==> config.mk <==
export PLATFORM = sky130hd
export DESIGN_NAME = chsel_target
export DESIGN_NICKNAME = d
export VERILOG_FILES = /design/src/chsel_pkg.sv /design/src/chsel_sync_if.sv /design/src/chsel_target.sv /design/src/chsel_sync.sv
export SDC_FILE = /design/constraint.sdc
export NUM_CORES = 1
export LEC_CHECK = 0
export BUFFER_PORTS_ARGS = -buffer_cell sky130_fd_sc_hd__buf_2
export CAP_MARGIN = 20
export CORE_ASPECT_RATIO = 0.75
export CORE_UTILIZATION = 54
export DETAILED_ROUTE_END_ITERATION = 6
export PLACE_DENSITY_LB_ADDON = 0.05
export SLEW_MARGIN = 20
export SYNTH_ARGS = -nofsm -noshare
export SYNTH_HDL_FRONTEND = slang
export SYNTH_HIERARCHICAL = 1
export SYNTH_SLANG_ARGS = --single-unit
export TNS_END_PERCENT = 20
==> constraint.sdc <==
create_clock -name sys_clk -period 1.66 [get_ports sys_clk]
set_input_delay 0.083 -clock sys_clk [delete_from_list [all_inputs] [get_ports sys_clk]]
set_output_delay 0.083 -clock sys_clk [all_outputs]
set_load 0.1 [all_outputs]
==> src/chsel_pkg.sv <==
// shared constants for the channel select serial-bus target
package chsel_pkg;
    localparam logic [6:0] CHSEL_DEV_ADDR_DEFAULT = 7'h70; // arbitrary value
    localparam int         CHSEL_CH_LSB           = 0;
    localparam int         CHSEL_CH_MSB           = 2;
    localparam logic [7:0] CHSEL_CTRL_RESET       = 8'h00;
    localparam logic [2:0] CHSEL_NONE             = 3'h0;
    localparam int         CHSEL_NUM_CH           = 4;
    localparam logic       CHSEL_DIR_WRITE        = 1'b0;
    localparam logic       CHSEL_DIR_READ         = 1'b1;

    typedef enum logic [2:0] {
        CHSEL_IDLE   = 3'b000,
        CHSEL_ADDR   = 3'b001,
        CHSEL_ACK_A  = 3'b010,
        CHSEL_WDATA  = 3'b011,
        CHSEL_ACK_W  = 3'b100,
        CHSEL_RDATA  = 3'b101,
        CHSEL_RACK   = 3'b110,
        CHSEL_IGNORE = 3'b111
    } chsel_state_t;
endpackage : chsel_pkg

==> src/chsel_sync_if.sv <==
// carries synchronised bus levels and detected bus events
`timescale 1ns/1ps
`default_nettype none
interface chsel_sync_if;
    logic scl_rise;
    logic scl_fall;
    logic sda_level;
    logic start_det;
    logic stop_det;
    modport src (output scl_rise, scl_fall, sda_level, start_det, stop_det);
    modport dst (input  scl_rise, scl_fall, sda_level, start_det, stop_det);
endinterface : chsel_sync_if
`default_nettype wire

==> src/chsel_target.sv <==
// serial-bus target for four-channel bus multiplexer control
`timescale 1ns/1ps
`default_nettype none
module chsel_target
    import chsel_pkg::*;
#(
    parameter logic [6:0] DEV_ADDR = CHSEL_DEV_ADDR_DEFAULT
)(
    // clock and reset
    input  wire logic                    sys_clk,
    input  wire logic                    rst,
    // upstream bus
    input  wire logic                    scl_in,
    input  wire logic                    sda_in,
    output logic                         sda_out,
    output logic                         sda_oe,
    // downstream channel enables, one-hot or none
    output logic [CHSEL_NUM_CH-1:0]      ch_enable
);
    chsel_sync_if ev ();

    chsel_state_t state;
    logic [7:0]   shift;
    logic [3:0]   bit_cnt;
    logic [2:0]   ctrl;
    logic [2:0]   pending;
    logic         pend_valid;
    logic [7:0]   tx_byte;
    logic [7:0]   rd_byte;

    // readback image; top five bits always read as zero
    assign rd_byte = {5'h00, ctrl};

    chsel_sync u_sync (
        .sys_clk (sys_clk),
        .rst     (rst),
        .scl_in  (scl_in),
        .sda_in  (sda_in),
        .ev      (ev)
    );

    // state machine; bits sampled on scl rise, driven after scl fall
    always_ff @(posedge sys_clk) begin
        if (rst) begin
            state   <= CHSEL_IDLE;
            bit_cnt <= 4'h0;
            shift   <= 8'h00;
        end else if (ev.start_det) begin
            state   <= CHSEL_ADDR;
            bit_cnt <= 4'h0;
        end else if (ev.stop_det) begin
            state   <= CHSEL_IDLE;
        end else begin
            case (state)
                CHSEL_IDLE, CHSEL_IGNORE: begin
                    bit_cnt <= 4'h0;
                end
                CHSEL_ADDR: begin
                    if (ev.scl_rise) begin
                        shift   <= {shift[6:0], ev.sda_level};
                        bit_cnt <= bit_cnt + 4'h1;
                    end else if (ev.scl_fall && bit_cnt == 4'h8) begin
                        bit_cnt <= 4'h0;
                        if (shift[7:1] == DEV_ADDR) begin
                            state <= CHSEL_ACK_A;
                        end else begin
                            state <= CHSEL_IGNORE;
                        end
                    end
                end
                CHSEL_ACK_A: begin
                    if (ev.scl_fall) begin
                        state <= (shift[0] == CHSEL_DIR_READ) ?
                                 CHSEL_RDATA : CHSEL_WDATA;
                    end
                end
                CHSEL_WDATA: begin
                    if (ev.scl_rise) begin
                        shift   <= {shift[6:0], ev.sda_level};
                        bit_cnt <= bit_cnt + 4'h1;
                    end else if (ev.scl_fall && bit_cnt == 4'h8) begin
                        bit_cnt <= 4'h0;
                        state   <= CHSEL_ACK_W;
                    end
                end
                CHSEL_ACK_W: begin
                    if (ev.scl_fall) begin
                        state <= CHSEL_WDATA;
                    end
                end
                CHSEL_RDATA: begin
                    if (ev.scl_rise) begin
                        bit_cnt <= bit_cnt + 4'h1;
                    end else if (ev.scl_fall && bit_cnt == 4'h8) begin
                        bit_cnt <= 4'h0;
                        state   <= CHSEL_RACK;
                    end
                end
                CHSEL_RACK: begin
                    // master ack continues, nack ends the read
                    if (ev.scl_rise) begin
                        state <= ev.sda_level ? CHSEL_IGNORE
                                              : CHSEL_RDATA;
                    end
                end
                default: begin
                    state <= CHSEL_IDLE;
                end
            endcase
        end
    end

    // each completed write data byte overwrites the pending choice
    always_ff @(posedge sys_clk) begin
        if (rst) begin
            pending    <= CHSEL_NONE;
            pend_valid <= 1'b0;
        end else if (ev.start_det || ev.stop_det) begin
            pend_valid <= 1'b0;
        end else if (state == CHSEL_WDATA && ev.scl_fall
                     && bit_cnt == 4'h8) begin
            pending    <= shift[CHSEL_CH_MSB:CHSEL_CH_LSB];
            pend_valid <= 1'b1;
        end
    end

    // a repeated start drops an unfinished write
    always_ff @(posedge sys_clk) begin
        if (rst) begin
            ctrl <= CHSEL_CTRL_RESET[CHSEL_CH_MSB:CHSEL_CH_LSB];
        end else if (ev.stop_det && pend_valid) begin
            ctrl <= pending;
        end
    end

    // channel code 1..4 picks one channel, anything else none
    genvar gi;
    generate
        for (gi = 0; gi < CHSEL_NUM_CH; gi++) begin : g_ch
            always_ff @(posedge sys_clk) begin
                if (rst) begin
                    ch_enable[gi] <= 1'b0;
                end else begin
                    ch_enable[gi] <= (ctrl == 3'(gi + 1));
                end
            end
        end
    endgenerate

    // readback byte, reloaded for every read byte; the master's ack
    // is taken on the rise, so the reload falls in rdata at count zero
    always_ff @(posedge sys_clk) begin
        if (rst) begin
            tx_byte <= 8'h00;
        end else if (ev.scl_fall && (state == CHSEL_ACK_A
                     || (state == CHSEL_RDATA && bit_cnt == 4'h0))) begin
            tx_byte <= rd_byte;
        end else if (state == CHSEL_RDATA && ev.scl_fall) begin
            tx_byte <= {tx_byte[6:0], 1'b0};
        end
    end

    // open drain: only ever pulls low
    always_ff @(posedge sys_clk) begin
        if (rst) begin
            sda_oe <= 1'b0;
        end else if (ev.start_det || ev.stop_det) begin
            sda_oe <= 1'b0;
        end else if (ev.scl_fall) begin
            case (state)
                CHSEL_ADDR: begin
                    sda_oe <= (bit_cnt == 4'h8) &&
                              (shift[7:1] == DEV_ADDR);
                end
                CHSEL_WDATA: begin
                    sda_oe <= (bit_cnt == 4'h8);
                end
                CHSEL_ACK_A: begin
                    // first read bit comes from the fresh image
                    sda_oe <= (shift[0] == CHSEL_DIR_READ)
                              && !rd_byte[7];
                end
                CHSEL_RACK: begin
                    // not reached: the ack rise already left this state
                    sda_oe <= 1'b0;
                end
                CHSEL_RDATA: begin
                    if (bit_cnt == 4'h8) begin
                        sda_oe <= 1'b0; // leave the ack slot to the master
                    end else if (bit_cnt == 4'h0) begin
                        sda_oe <= ~rd_byte[7];
                    end else begin
                        sda_oe <= ~tx_byte[6];
                    end
                end
                default: begin
                    sda_oe <= 1'b0;
                end
            endcase
        end
    end

    always_ff @(posedge sys_clk) begin
        if (rst) begin
            sda_out <= 1'b0;
        end else begin
            sda_out <= 1'b0;
        end
    end
endmodule : chsel_target
`default_nettype wire

==> src/chsel_sync.sv <==
// two-flop synchronisers and bus event detection
`timescale 1ns/1ps
`default_nettype none
module chsel_sync
    import chsel_pkg::*;
(
    // clock and reset
    input  wire logic  sys_clk,
    input  wire logic  rst,
    // bus pins
    input  wire logic  scl_in,
    input  wire logic  sda_in,
    // events
    chsel_sync_if.src  ev
);
    logic [1:0] scl_meta;
    logic [1:0] sda_meta;
    logic       scl_q;
    logic       sda_q;

    // first stage feeds only the second stage
    always_ff @(posedge sys_clk) begin
        if (rst) begin
            scl_meta <= 2'h3;
            sda_meta <= 2'h3;
        end else begin
            scl_meta <= {scl_meta[0], scl_in};
            sda_meta <= {sda_meta[0], sda_in};
        end
    end

    always_ff @(posedge sys_clk) begin
        if (rst) begin
            scl_q <= 1'b1;
            sda_q <= 1'b1;
        end else begin
            scl_q <= scl_meta[1];
            sda_q <= sda_meta[1];
        end
    end

    assign ev.scl_rise  = scl_meta[1] & ~scl_q;
    assign ev.scl_fall  = ~scl_meta[1] & scl_q;
    assign ev.sda_level = sda_meta[1];
    // sda moving while scl stays high marks start or stop
    assign ev.start_det = scl_meta[1] & scl_q & sda_q & ~sda_meta[1];
    assign ev.stop_det  = scl_meta[1] & scl_q & ~sda_q & sda_meta[1];
endmodule : chsel_sync
`default_nettype wire

==> results.md, run 1 <==
• layout net count: 235
• Wirelength per Cell: 14.6 µm
• router iterations before antenna repair: 4
• fraction of registers with async set/reset: 0
• top achievable clock speed: 631 MHz
• via density per instance: 5.90
• nature of the critical path endpoint: flip-flop
• Num Clock Sinks: 40
• time the worst path needs with I/O delays and setup: 1590 ps
• Synth top area share: 0.425
• total routed wirelength: 3930 µm
• critical path arrival: 1810 ps
• sum of negative setup slack: 0 ps
• Util after Layout: 0.659
• signed area change from the synthesized netlist to the final layout: 15.8%
• setup slack at placement: 59.2 ps
• final setup vio count: 0
• clk root buf: sky130_fd_sc_hd__clkbuf_8
• number of nets produced by synthesis: 216
• DRC viols: 0
• vias in the first global route: 1449
• layout filler cell count: 271
• sequential cell area fraction in the yosys report: 0.425
• antenna cells: 0
• commonest cells after routing, fill and taps aside: sky130_fd_sc_hd__dfxtp_1 (37), sky130_fd_sc_hd__nand2_1 (24), sky130_fd_sc_hd__a21oi_1 (20)
• number of CTS-inserted buffers: 5
• Clock Latency Late Sink: 300 ps
• mean cell area of the mapped netlist: 8.97 µm²
• count of maximum capacitance violations: 0
• final-report max-slew violation count: 0
• final hold viol count: 0
• maximum buffer depth of the clock tree: 2
• detailed router's first-iteration violation count: 75
• Post-CTS Setup Bufs: 0
• Ys Warns: 6
• Core Box Area: 0.00331 mm²
• most common cell after layout, fill and taps aside: sky130_fd_sc_hd__dfxtp_1
• total overflow reported by the global router: 0
• power density over the cells: 885 mW/mm²
• worst min path class: primary input to flip-flop
• number of enable flip-flop cells after synthesis: 0
• post-route ant nets: 0
• TritonCTS clock tree: built
• crit path max fanout: 6
• wire length of the first global-routing pass: 6580 µm
• required time of the critical path: 1880 ps
• setup clock skew after layout: 13.0 ps
• worst setup slack after layout: 74.7 ps
• number of distinct library cells after synthesis: 54
• crit share post-route: 0.955
• initial antenna violation count: 0
• height of the die: 53.2 µm
• number of port buffers: 8
• post-detailed-placement cell area: 0.00202 mm²
• Die Footprint: 0.00373 mm²
• clock-pin transition on the worst setup and hold timing paths: 80 ps
• horizontal die dimension: 70.2 µm
• layout cells sized above 1: 0.226
• flip-flop and latch count after synthesis: 40
• via total after detailed routing: 1593
• post-synthesis cell area: 0.00188 mm²
• Detail Placement HPWL: 2770 µm
• total routing resource utilization after global routing: 0.231
• starting density of the core: 0.569
• Finished Cell Area: 0.00218 mm²
• worst-case vdd ir drop: 0.000714 V
• level count of the clock H-tree: 2
• ranking of synthesized cells by area: sky130_fd_sc_hd__dfxtp_1 (42%), sky130_fd_sc_hd__a21oi_1 (5.6%), sky130_fd_sc_hd__nand3_1 (5.0%)
• main flop type after synthesis: sky130_fd_sc_hd__dfxtp_1
• largest area contributor in the netlist: sky130_fd_sc_hd__dfxtp_1
• run status: complete, no violations
• number of cells produced by synthesis: 210
• worst hold-check slack: 78.2 ps
• Worst setup SP type: flip-flop
• I/O pin cnt: 10
• critical path class: flip-flop to flip-flop
• Placer Congestion: 0.988
• pin count of the biggest net entering global routing: 28
• leakage power of the design: 0.000817 µW
• RSZ-0062 raised after global routing: false
• cell row count: 18
==> kinds of logic after synthesis <==
logic type	Yosys count	synth area share
AO/OA/AOI/OAI	49	0.187
other	1	0.00199
multiplexers	6	0.0325
AND/OR/NAND/NOR	92	0.289
buffers and inverters	20	0.0511
flip-flops	40	0.425
adder cells (fa/ha/maj)	2	0.0133
==> state kept, by name, summed over array words and instances (netlist names), 3 cells and up <==
| name | cells |
|---|---|
| state | 3 |
| pending | 3 |
| shift | 8 |
| tx_byte | 7 |
| ch_enable | 4 |
| bit_cnt | 4 |
| ctrl | 3 |
==> cell usage after synthesis, types with 2 or more instances <==
library cell               count
sky130_fd_sc_hd__a211oi_1      3
sky130_fd_sc_hd__a21o_1        3
sky130_fd_sc_hd__a21oi_1      21
sky130_fd_sc_hd__a31oi_1       2
sky130_fd_sc_hd__and3_1        2
sky130_fd_sc_hd__and3b_1       2
sky130_fd_sc_hd__and4b_1       3
sky130_fd_sc_hd__buf_2         5
sky130_fd_sc_hd__buf_4         2
sky130_fd_sc_hd__clkbuf_1      5
sky130_fd_sc_hd__dfxtp_1      40
sky130_fd_sc_hd__ha_1          2
sky130_fd_sc_hd__inv_1         6
sky130_fd_sc_hd__mux2i_1       5
sky130_fd_sc_hd__nand2_1      24
sky130_fd_sc_hd__nand2b_1      2
sky130_fd_sc_hd__nand3_1      19
sky130_fd_sc_hd__nor2_1        9
sky130_fd_sc_hd__nor2b_1       6
sky130_fd_sc_hd__nor3b_1       2
sky130_fd_sc_hd__nor4b_1       6
sky130_fd_sc_hd__o211ai_1      2
sky130_fd_sc_hd__o21ai_0       2
sky130_fd_sc_hd__o31ai_1       2
sky130_fd_sc_hd__or2_1         6
==> metal layers <==
metal	global-route usage	wire, µm	share of wire	vias to the layer above
li1	-	-	-	788
met1	0.290	1870	0.48	741
met2	0.386	1770	0.45	56
met3	0.0552	229	0.058	8
met4	0.0967	61	0.016	0
met5	0	0	0	-
==> final cells by class <==
type | instances | area (µm²) | area share
tap | 40 | 50.0 | 0.0229
timing repair buffer | 26 | 180 | 0.0826
clock buffer | 5 | 68.8 | 0.0315
inverter | 6 | 22.5 | 0.0103
clock inverter | 3 | 42.5 | 0.0195
sequential | 40 | 805 | 0.369
multi-input combinational | 150 | 1010 | 0.464
==> stage by stage <==
step / total power, µW / cells
after global routing: 1990 / 270
after global placement: 1150 / 260
after detailed placement: 1150 / 260
final: 1930 / 270
after CTS: 1930 / 270
after floorplan: 1110 / 210
==> report_power, final <==
part	internal [µW]	total [µW]	switching, µW
logic	63.2	156	92.4
registers	970	984	13.9
clock network	445	792	348
total	1480	1930	454
==> worst paths after layout <==
kind                                          from                 end  slack, ps  depth (start not counted)
worst max-delay path                      state[1]            state[0]         70                          4
worst min-delay path                           rst            state[0]         80                          2
worst max register to register            state[1]            state[0]         70                          4
worst min register to register  u_sync/scl_meta[0]  u_sync/scl_meta[1]        410                          1
==> repair_timing <==
item,CTS,global route
endpoints found under the setup margin,0,12
hold endpoints to repair,2,0
hold buffers,2,0
resized for setup,0,11
==> worst max-delay path, cell delays in order, from the launching register on <==
cell,delay (ps)
sky130_fd_sc_hd__dfxtp_1,430
sky130_fd_sc_hd__mux2_2,370
sky130_fd_sc_hd__a221o_1,350
sky130_fd_sc_hd__a21boi_4,170
sky130_fd_sc_hd__a211oi_2,190
Note: power is estimated with default switching activity, not from simulation.
==> run 2: changes to the inputs <==
--- a/config.mk
+++ b/config.mk
@@ -10,6 +10,7 @@
 export CORE_ASPECT_RATIO = 0.75
 export CORE_UTILIZATION = 54
 export DETAILED_ROUTE_END_ITERATION = 6
+export GPL_TIMING_DRIVEN = 0
 export PLACE_DENSITY_LB_ADDON = 0.05
 export SLEW_MARGIN = 20
 export SYNTH_ARGS = -nofsm -noshare
==> results.md, run 2 (synthesis gave the netlist of run 1 again) <==
• TritonCTS clock tree: built
• number of CTS-inserted buffers: 5, unchanged
• final-report max-slew violation count: 0, unchanged
• Placer Congestion: 0.864, -13%
• final hold viol count: 0, unchanged
• worst min path class: primary input to flip-flop
• maximum buffer depth of the clock tree: 2, unchanged
• total overflow reported by the global router: 0, unchanged
• level count of the clock H-tree: 2, unchanged
• Num Clock Sinks: 40, unchanged
• horizontal die dimension: 70.2 µm, unchanged
• total routing resource utilization after global routing: 0.210, -0.0214
• setup clock skew after layout: 2.10 ps, -10.9 ps
• post-route ant nets: 0, unchanged
• nature of the critical path endpoint: flip-flop
• I/O pin cnt: 10, unchanged
• via total after detailed routing: 1617, +1.5%
• sum of negative setup slack: 0 ps, unchanged
• router iterations before antenna repair: 5, +1
• number of port buffers: 8, unchanged
• signed area change from the synthesized netlist to the final layout: 17.3%
• Worst setup SP type: flip-flop
• final setup vio count: 0, unchanged
• power density over the cells: 810 mW/mm², -8.5%
• wire length of the first global-routing pass: 6000 µm, -8.8%
• clk root buf: sky130_fd_sc_hd__clkbuf_8
• clock-pin transition on the worst setup and hold timing paths: 70 ps, about the same
• Die Footprint: 0.00373 mm², unchanged
• top flop regs: shift (8), tx_byte (7)
• pin count of the biggest net entering global routing: 12, -57%
• count of maximum capacitance violations: 0, unchanged
• RSZ-0062 raised after global routing: true
• worst hold-check slack: 50.1 ps, -28.2 ps
• total routed wirelength: 3780 µm, -3.9%
• most common cell after layout, fill and taps aside: sky130_fd_sc_hd__dfxtp_1
• DRC viols: 0, unchanged
• leakage power of the design: 0.000831 µW, +1.7%
• layout net count: 241, +2.6%
• via density per instance: 5.86, -0.70%
• initial antenna violation count: 0, unchanged
• cell row count: 18, unchanged
• crit path max fanout: 4, -2
• worst-case vdd ir drop: 0.000554 V, -22%
• Overall Power: 1790 µW, -7.3%
• time the worst path needs with I/O delays and setup: 1630 ps, +46.2 ps
• critical path arrival: 1790 ps, -20 ps
• Reg with most FFs: shift
• vias in the first global route: 1327, -8.4%
• detailed router's first-iteration violation count: 75, unchanged
• top achievable clock speed: 613 MHz, -2.8%
• Clock Latency Late Sink: 290 ps, about the same
• run status: complete, no violations
• Wirelength per Cell: 13.7 µm, -6.0%
• Largest register FFs: 8, unchanged
• height of the die: 53.2 µm, unchanged
• critical path class: flip-flop to flip-flop
• Core Box Area: 0.00331 mm², unchanged
• number of standard cells in the final layout excluding fillers: 276, +2.2%
• commonest cells after routing, fill and taps aside: sky130_fd_sc_hd__dfxtp_1 (37), sky130_fd_sc_hd__nand2_1 (24), sky130_fd_sc_hd__a21oi_1 (20)
• # placed instances: 258, -0.77%
• starting density of the core: 0.569, unchanged
• required time of the critical path: 1820 ps, -60 ps
• layout cells sized above 1: 0.229, +0.00273
• antenna cells: 0, unchanged
• Util after Layout: 0.667, +0.00831
• crit share post-route: 0.983, +0.0278
• Detail Placement HPWL: 2610 µm, -5.8%
[run 2: changes by cell type in the layout (fill, tap and decap cells not counted), sizes merged]
cell,previous run,this run
clkbuf,5,13
clkinv,1,0
clkinvlp,1,0
buf,24,25
bufinv,1,0
[run 2: final timing paths]
path,from,endpoint,slack (ps),cells after the start
setup / recovery,u_sync/sda_meta[1],pending[0],30,7
hold / removal,rst,u_sync/scl_q,50,2
setup reg to reg,u_sync/sda_meta[1],pending[0],30,7
hold reg to reg,u_sync/scl_meta[0],u_sync/scl_meta[1],410,1
[run 2: layout make-up]
type / instances / area [µm²]
multi-input cells: 150 / 1020
clock buffers: 8 / 90.1
inverters: 6 / 22.5
repair buffers: 19 / 148
plain buffers: 13 / 75.1
well taps: 40 / 50.0
flip-flops and latches: 40 / 807
fillers: 274 / 1100
[run 2: timing repair]
action	4_1_cts	5_1_grt
resized for setup	9	11
pin swaps	3	5
endpoints found under the hold margin	2	0
setup buffers	6	3
hold buffers	2	0
endpoints found under the setup margin	21	21
gates cloned	0	0
[run 2: layer usage]
| layer | share of wire | vias to the layer above | track usage |
|---|---|---|---|
| li1 | - | 802 | - |
| met1 | 0.48 | 753 | 0.276 |
| met2 | 0.45 | 58 | 0.325 |
| met3 | 0.057 | 4 | 0.0629 |
| met4 | 0.012 | 0 | 0.0800 |
| met5 | 0 | - | 0 |
[run 2: power by group]
group,total [µW],internal [µW],switching [µW]
clock network,644,339,306
registers,975,969,5.94
logic,172,67.4,104
total,1790,1370,416
[run 2: worst max-delay path: stages, from the launching register on]
cell                      delay (ps)
sky130_fd_sc_hd__dfxtp_4         350
sky130_fd_sc_hd__and4b_2         270
sky130_fd_sc_hd__buf_6           140
sky130_fd_sc_hd__nor4b_4         260
sky130_fd_sc_hd__buf_6           170
sky130_fd_sc_hd__nand3_4          90
sky130_fd_sc_hd__mux2i_1         160
sky130_fd_sc_hd__nor2_1           50
[run 2: metrics by stage]
step                      setup WS [ps]  area, µm²
after floorplan                    20.5       1880
final                              28.5       2210
after detailed placement           -228       1970
after global placement             -238       1970
after global routing              -68.7       2210
after CTS                          13.3       2150
==> run 3: changes to the inputs <==
--- a/config.mk
+++ b/config.mk
@@ -5,10 +5,11 @@
 export SDC_FILE = /design/constraint.sdc
 export NUM_CORES = 1
 export LEC_CHECK = 0
+export ABC_AREA = 1
 export BUFFER_PORTS_ARGS = -buffer_cell sky130_fd_sc_hd__buf_2
 export CAP_MARGIN = 20
 export CORE_ASPECT_RATIO = 0.75
-export CORE_UTILIZATION = 54
+export CORE_UTILIZATION = 53
 export DETAILED_ROUTE_END_ITERATION = 6
 export GPL_TIMING_DRIVEN = 0
 export PLACE_DENSITY_LB_ADDON = 0.05
==> results.md, run 3 <==
• Psw: 841 µW, +100%
• Overall Power: 2420 µW, +35%
• post-synthesis cell area: 0.00179 mm², -5.2%
• total overflow reported by the global router: 0, unchanged
• most common cell after layout, fill and taps aside: sky130_fd_sc_hd__nand2_1
• number of cells produced by synthesis: 253, +20%
• crit share post-route: 0.899, -0.0836
• largest area contributor in the netlist: sky130_fd_sc_hd__dfxtp_1
• cell seen most often among critical-path stages: sky130_fd_sc_hd__nand2_2
• layout net count: 276, +15%
• flip-flop and latch count after synthesis: 40, unchanged
• I/O pin cnt: 10, unchanged
• clock-pin transition on the worst setup and hold timing paths: 80 ps, about the same
• height of the die: 52.3 µm, -1.7%
• Commonest cells post-synth: sky130_fd_sc_hd__nand2_1 (53), sky130_fd_sc_hd__dfxtp_1 (40), sky130_fd_sc_hd__nor2_1 (37)
• buffers plus inverters on the worst setup path: 2, unchanged
• Worst setup SP type: flip-flop
• kind of cell adding the most delay to the critical path: simple AND/OR/NAND/NOR gates
• total routing resource utilization after global routing: 0.210, +0.000325
• cell with the most instances after synthesis: sky130_fd_sc_hd__nand2_1
• number of standard cells in the final layout excluding fillers: 309, +12%
• top achievable clock speed: 670 MHz, +9.3%
• Core Box Area: 0.00306 mm², -7.5%
• top flop regs: shift (8), tx_byte (7)
• mean cell area of the mapped netlist: 7.06 µm², -21%
• Clock Latency Late Sink: 300 ps, about the same
• part of the total power dissipated in sequential elements: 0.446, -0.098
• cell row count: 17, -1
• required time of the critical path: 1890 ps, +70 ps
• ranking of synthesized cells by area: sky130_fd_sc_hd__dfxtp_1 (45%), sky130_fd_sc_hd__nand2_1 (11%), sky130_fd_sc_hd__nor2_1 (7.8%)
• slowest stage cell on the critical path: sky130_fd_sc_hd__dfxtp_1
• Ys Warns: 6, unchanged
• # placed instances: 299, +16%
• commonest cells after routing, fill and taps aside: sky130_fd_sc_hd__nand2_1 (53), sky130_fd_sc_hd__dfxtp_1 (39), sky130_fd_sc_hd__nor2_1 (35)
• Num Clock Sinks: 40, unchanged
• critical path class: flip-flop to flip-flop
• sequential cell area fraction in the yosys report: 0.448, +0.0235
• number of CTS-inserted buffers: 5, unchanged
• horizontal die dimension: 69.0 µm, -1.7%
• final-report max-slew violation count: 0, unchanged
• run status: complete, no violations
• worst hold stages: 2, unchanged
• vias in the first global route: 1298, -2.2%
• worst min path class: primary input to flip-flop
• fraction of registers with async set/reset: 0, unchanged
• via density per instance: 4.99, -15%
• Post-CTS Setup Bufs: 0, -6
• number of port buffers: 8, unchanged
• level count of the clock H-tree: 2, unchanged
• main flop type after synthesis: sky130_fd_sc_hd__dfxtp_1
• final setup vio count: 0, unchanged
• nature of the critical path endpoint: flip-flop
• crit path max fanout: 7, +3
• RSZ-0062 raised after global routing: true
• worst hold-check slack: 110 ps, +59.6 ps
• worst-case vdd ir drop: 0.000668 V, +21%
• logic depth of the worst register-to-register path: 9, +2
• starting density of the core: 0.583, +0.0138
• Clock power frac: 0.279, -0.081
• DRC viols: 0, unchanged
• number of enable flip-flop cells after synthesis: 0, unchanged
• Largest register FFs: 8, unchanged
• power density over the cells: 1210 mW/mm², +49%
• Die Footprint: 0.00361 mm², -3.3%
• Placer Congestion: 0.864, about the same
• post-route ant nets: 0, unchanged
• cell-internal power: 1570 µW, +15%
• Util after Layout: 0.654, -0.0130
• count of maximum capacitance violations: 0, unchanged
• Wirelength per Cell: 11.0 µm, -20%
• antenna cells: 0, unchanged
• via total after detailed routing: 1542, -4.6%
• TritonCTS clock tree: built
• setup clock skew after layout: 7.77 ps, +5.67 ps
• critical path arrival: 1730 ps, -60 ps
• critical-path cell list: inv_1 -> ha_1 -> nand4_1 -> nand3_1 -> nand2_2 -> inv_2 -> nand2_2 -> nand2_2 -> a21oi_1
• leakage power of the design: 0.000881 µW, +6.1%
• maximum buffer depth of the clock tree: 2, unchanged
• pin count of the biggest net entering global routing: 13, +1
• relative contribution of combinational cells to total power: 0.275, +0.179
• final hold viol count: 0, unchanged
• clk root buf: sky130_fd_sc_hd__clkbuf_8
• signed area change from the synthesized netlist to the final layout: 12.3%
• instance count on the critical path: 9, +2
• number of distinct library cells after synthesis: 26, -52%
• router iterations before antenna repair: 4, -1
• number of nets produced by synthesis: 259, +20%
• time the worst path needs with I/O delays and setup: 1490 ps, -139 ps
• layout cells sized above 1: 0.137, -0.0923
• Reg with most FFs: shift
• switching share of power: 0.348, +0.116
• Synth top area share: 0.448, +0.0235
• initial antenna violation count: 0, unchanged
• wire length of the first global-routing pass: 5840 µm, -2.5%
• total routed wirelength: 3390 µm, -10%
• Detail Placement HPWL: 2510 µm, -3.7%
• critical path's largest stage delay: 380 ps, +30 ps
• detailed router's first-iteration violation count: 99, +32%
run 3: path summary, 6_finish.rpt:
kind	to	startpoint	slack, ps
min	u_sync/sda_meta[0]	rst	110
min reg2reg	u_sync/scl_meta[1]	u_sync/scl_meta[0]	410
max	bit_cnt[0]	bit_cnt[0]	170
max reg2reg	bit_cnt[0]	bit_cnt[0]	170
run 3: final cells by class:
class                   instances  area [µm²]
clock inverters                 1        7.51
clock buffers                   7        86.3
well taps                      38        47.5
multi-input cells             174         836
inverters                      34         128
flip-flops and latches         40         802
repair buffers                 10        60.1
plain buffers                   5        37.5
fillers                       295        1060
run 3: stage by stage:
step | cell area, µm² | worst slack [ps] | setup TNS [ps]
5_1_grt | 2000 | -2.88 | -2.88
4_1_cts | 1990 | 12.9 | 0
2_1_floorplan | 1790 | 308 | 0
3_3_place_gp | 1870 | 14.5 | 0
3_5_place_dp | 1870 | 13.1 | 0
6_report | 2000 | 167 | 0
run 3: cell families (layout without fill, tap and decap cells):
family                   Yosys count  in the layout  share of synthesized area
other                              1              1                    0.00210
adder cells (fa/ha/maj)            2              2                     0.0140
AND/OR/NAND/NOR                  131            131                      0.329
flip-flops                        40             40                      0.448
AO/OA/AOI/OAI                     40             40                      0.118
buffers and inverters             39             57                     0.0890
run 3: power by group through the flow:
stage	Clock [µW]	Combinational, µW	Sequential, µW
floorplan	0	524	1090
global placement	0	646	1100
detailed placement	0	644	1100
CTS	691	650	1070
global route	736	769	1090
finish	674	665	1080
run 3: per-layer routing:
layer	vias to the layer above	routed length (µm)	track usage
li1	844	-	-
met1	660	1850	0.292
met2	33	1310	0.309
met3	5	196	0.0635
met4	0	35	0.0714
met5	-	0	0
run 3: worst reg2reg max path: cells and delay by family (launching register included):
family | cells | cell delay, ps
and+or+nand+nor | 5 | 560
DFF | 1 | 380
adders and majority gates | 1 | 230
buffers and inverters | 2 | 140
AOI/OAI and AO/OA | 1 | 120
run 3: what timing repair did:
| action | CTS | global route |
|---|---|---|
| setup endpoints to repair | 0 | 19 |
| hold endpoints to repair | 2 | 0 |
| resized for setup | 0 | 7 |
| hold buffers | 2 | 0 |
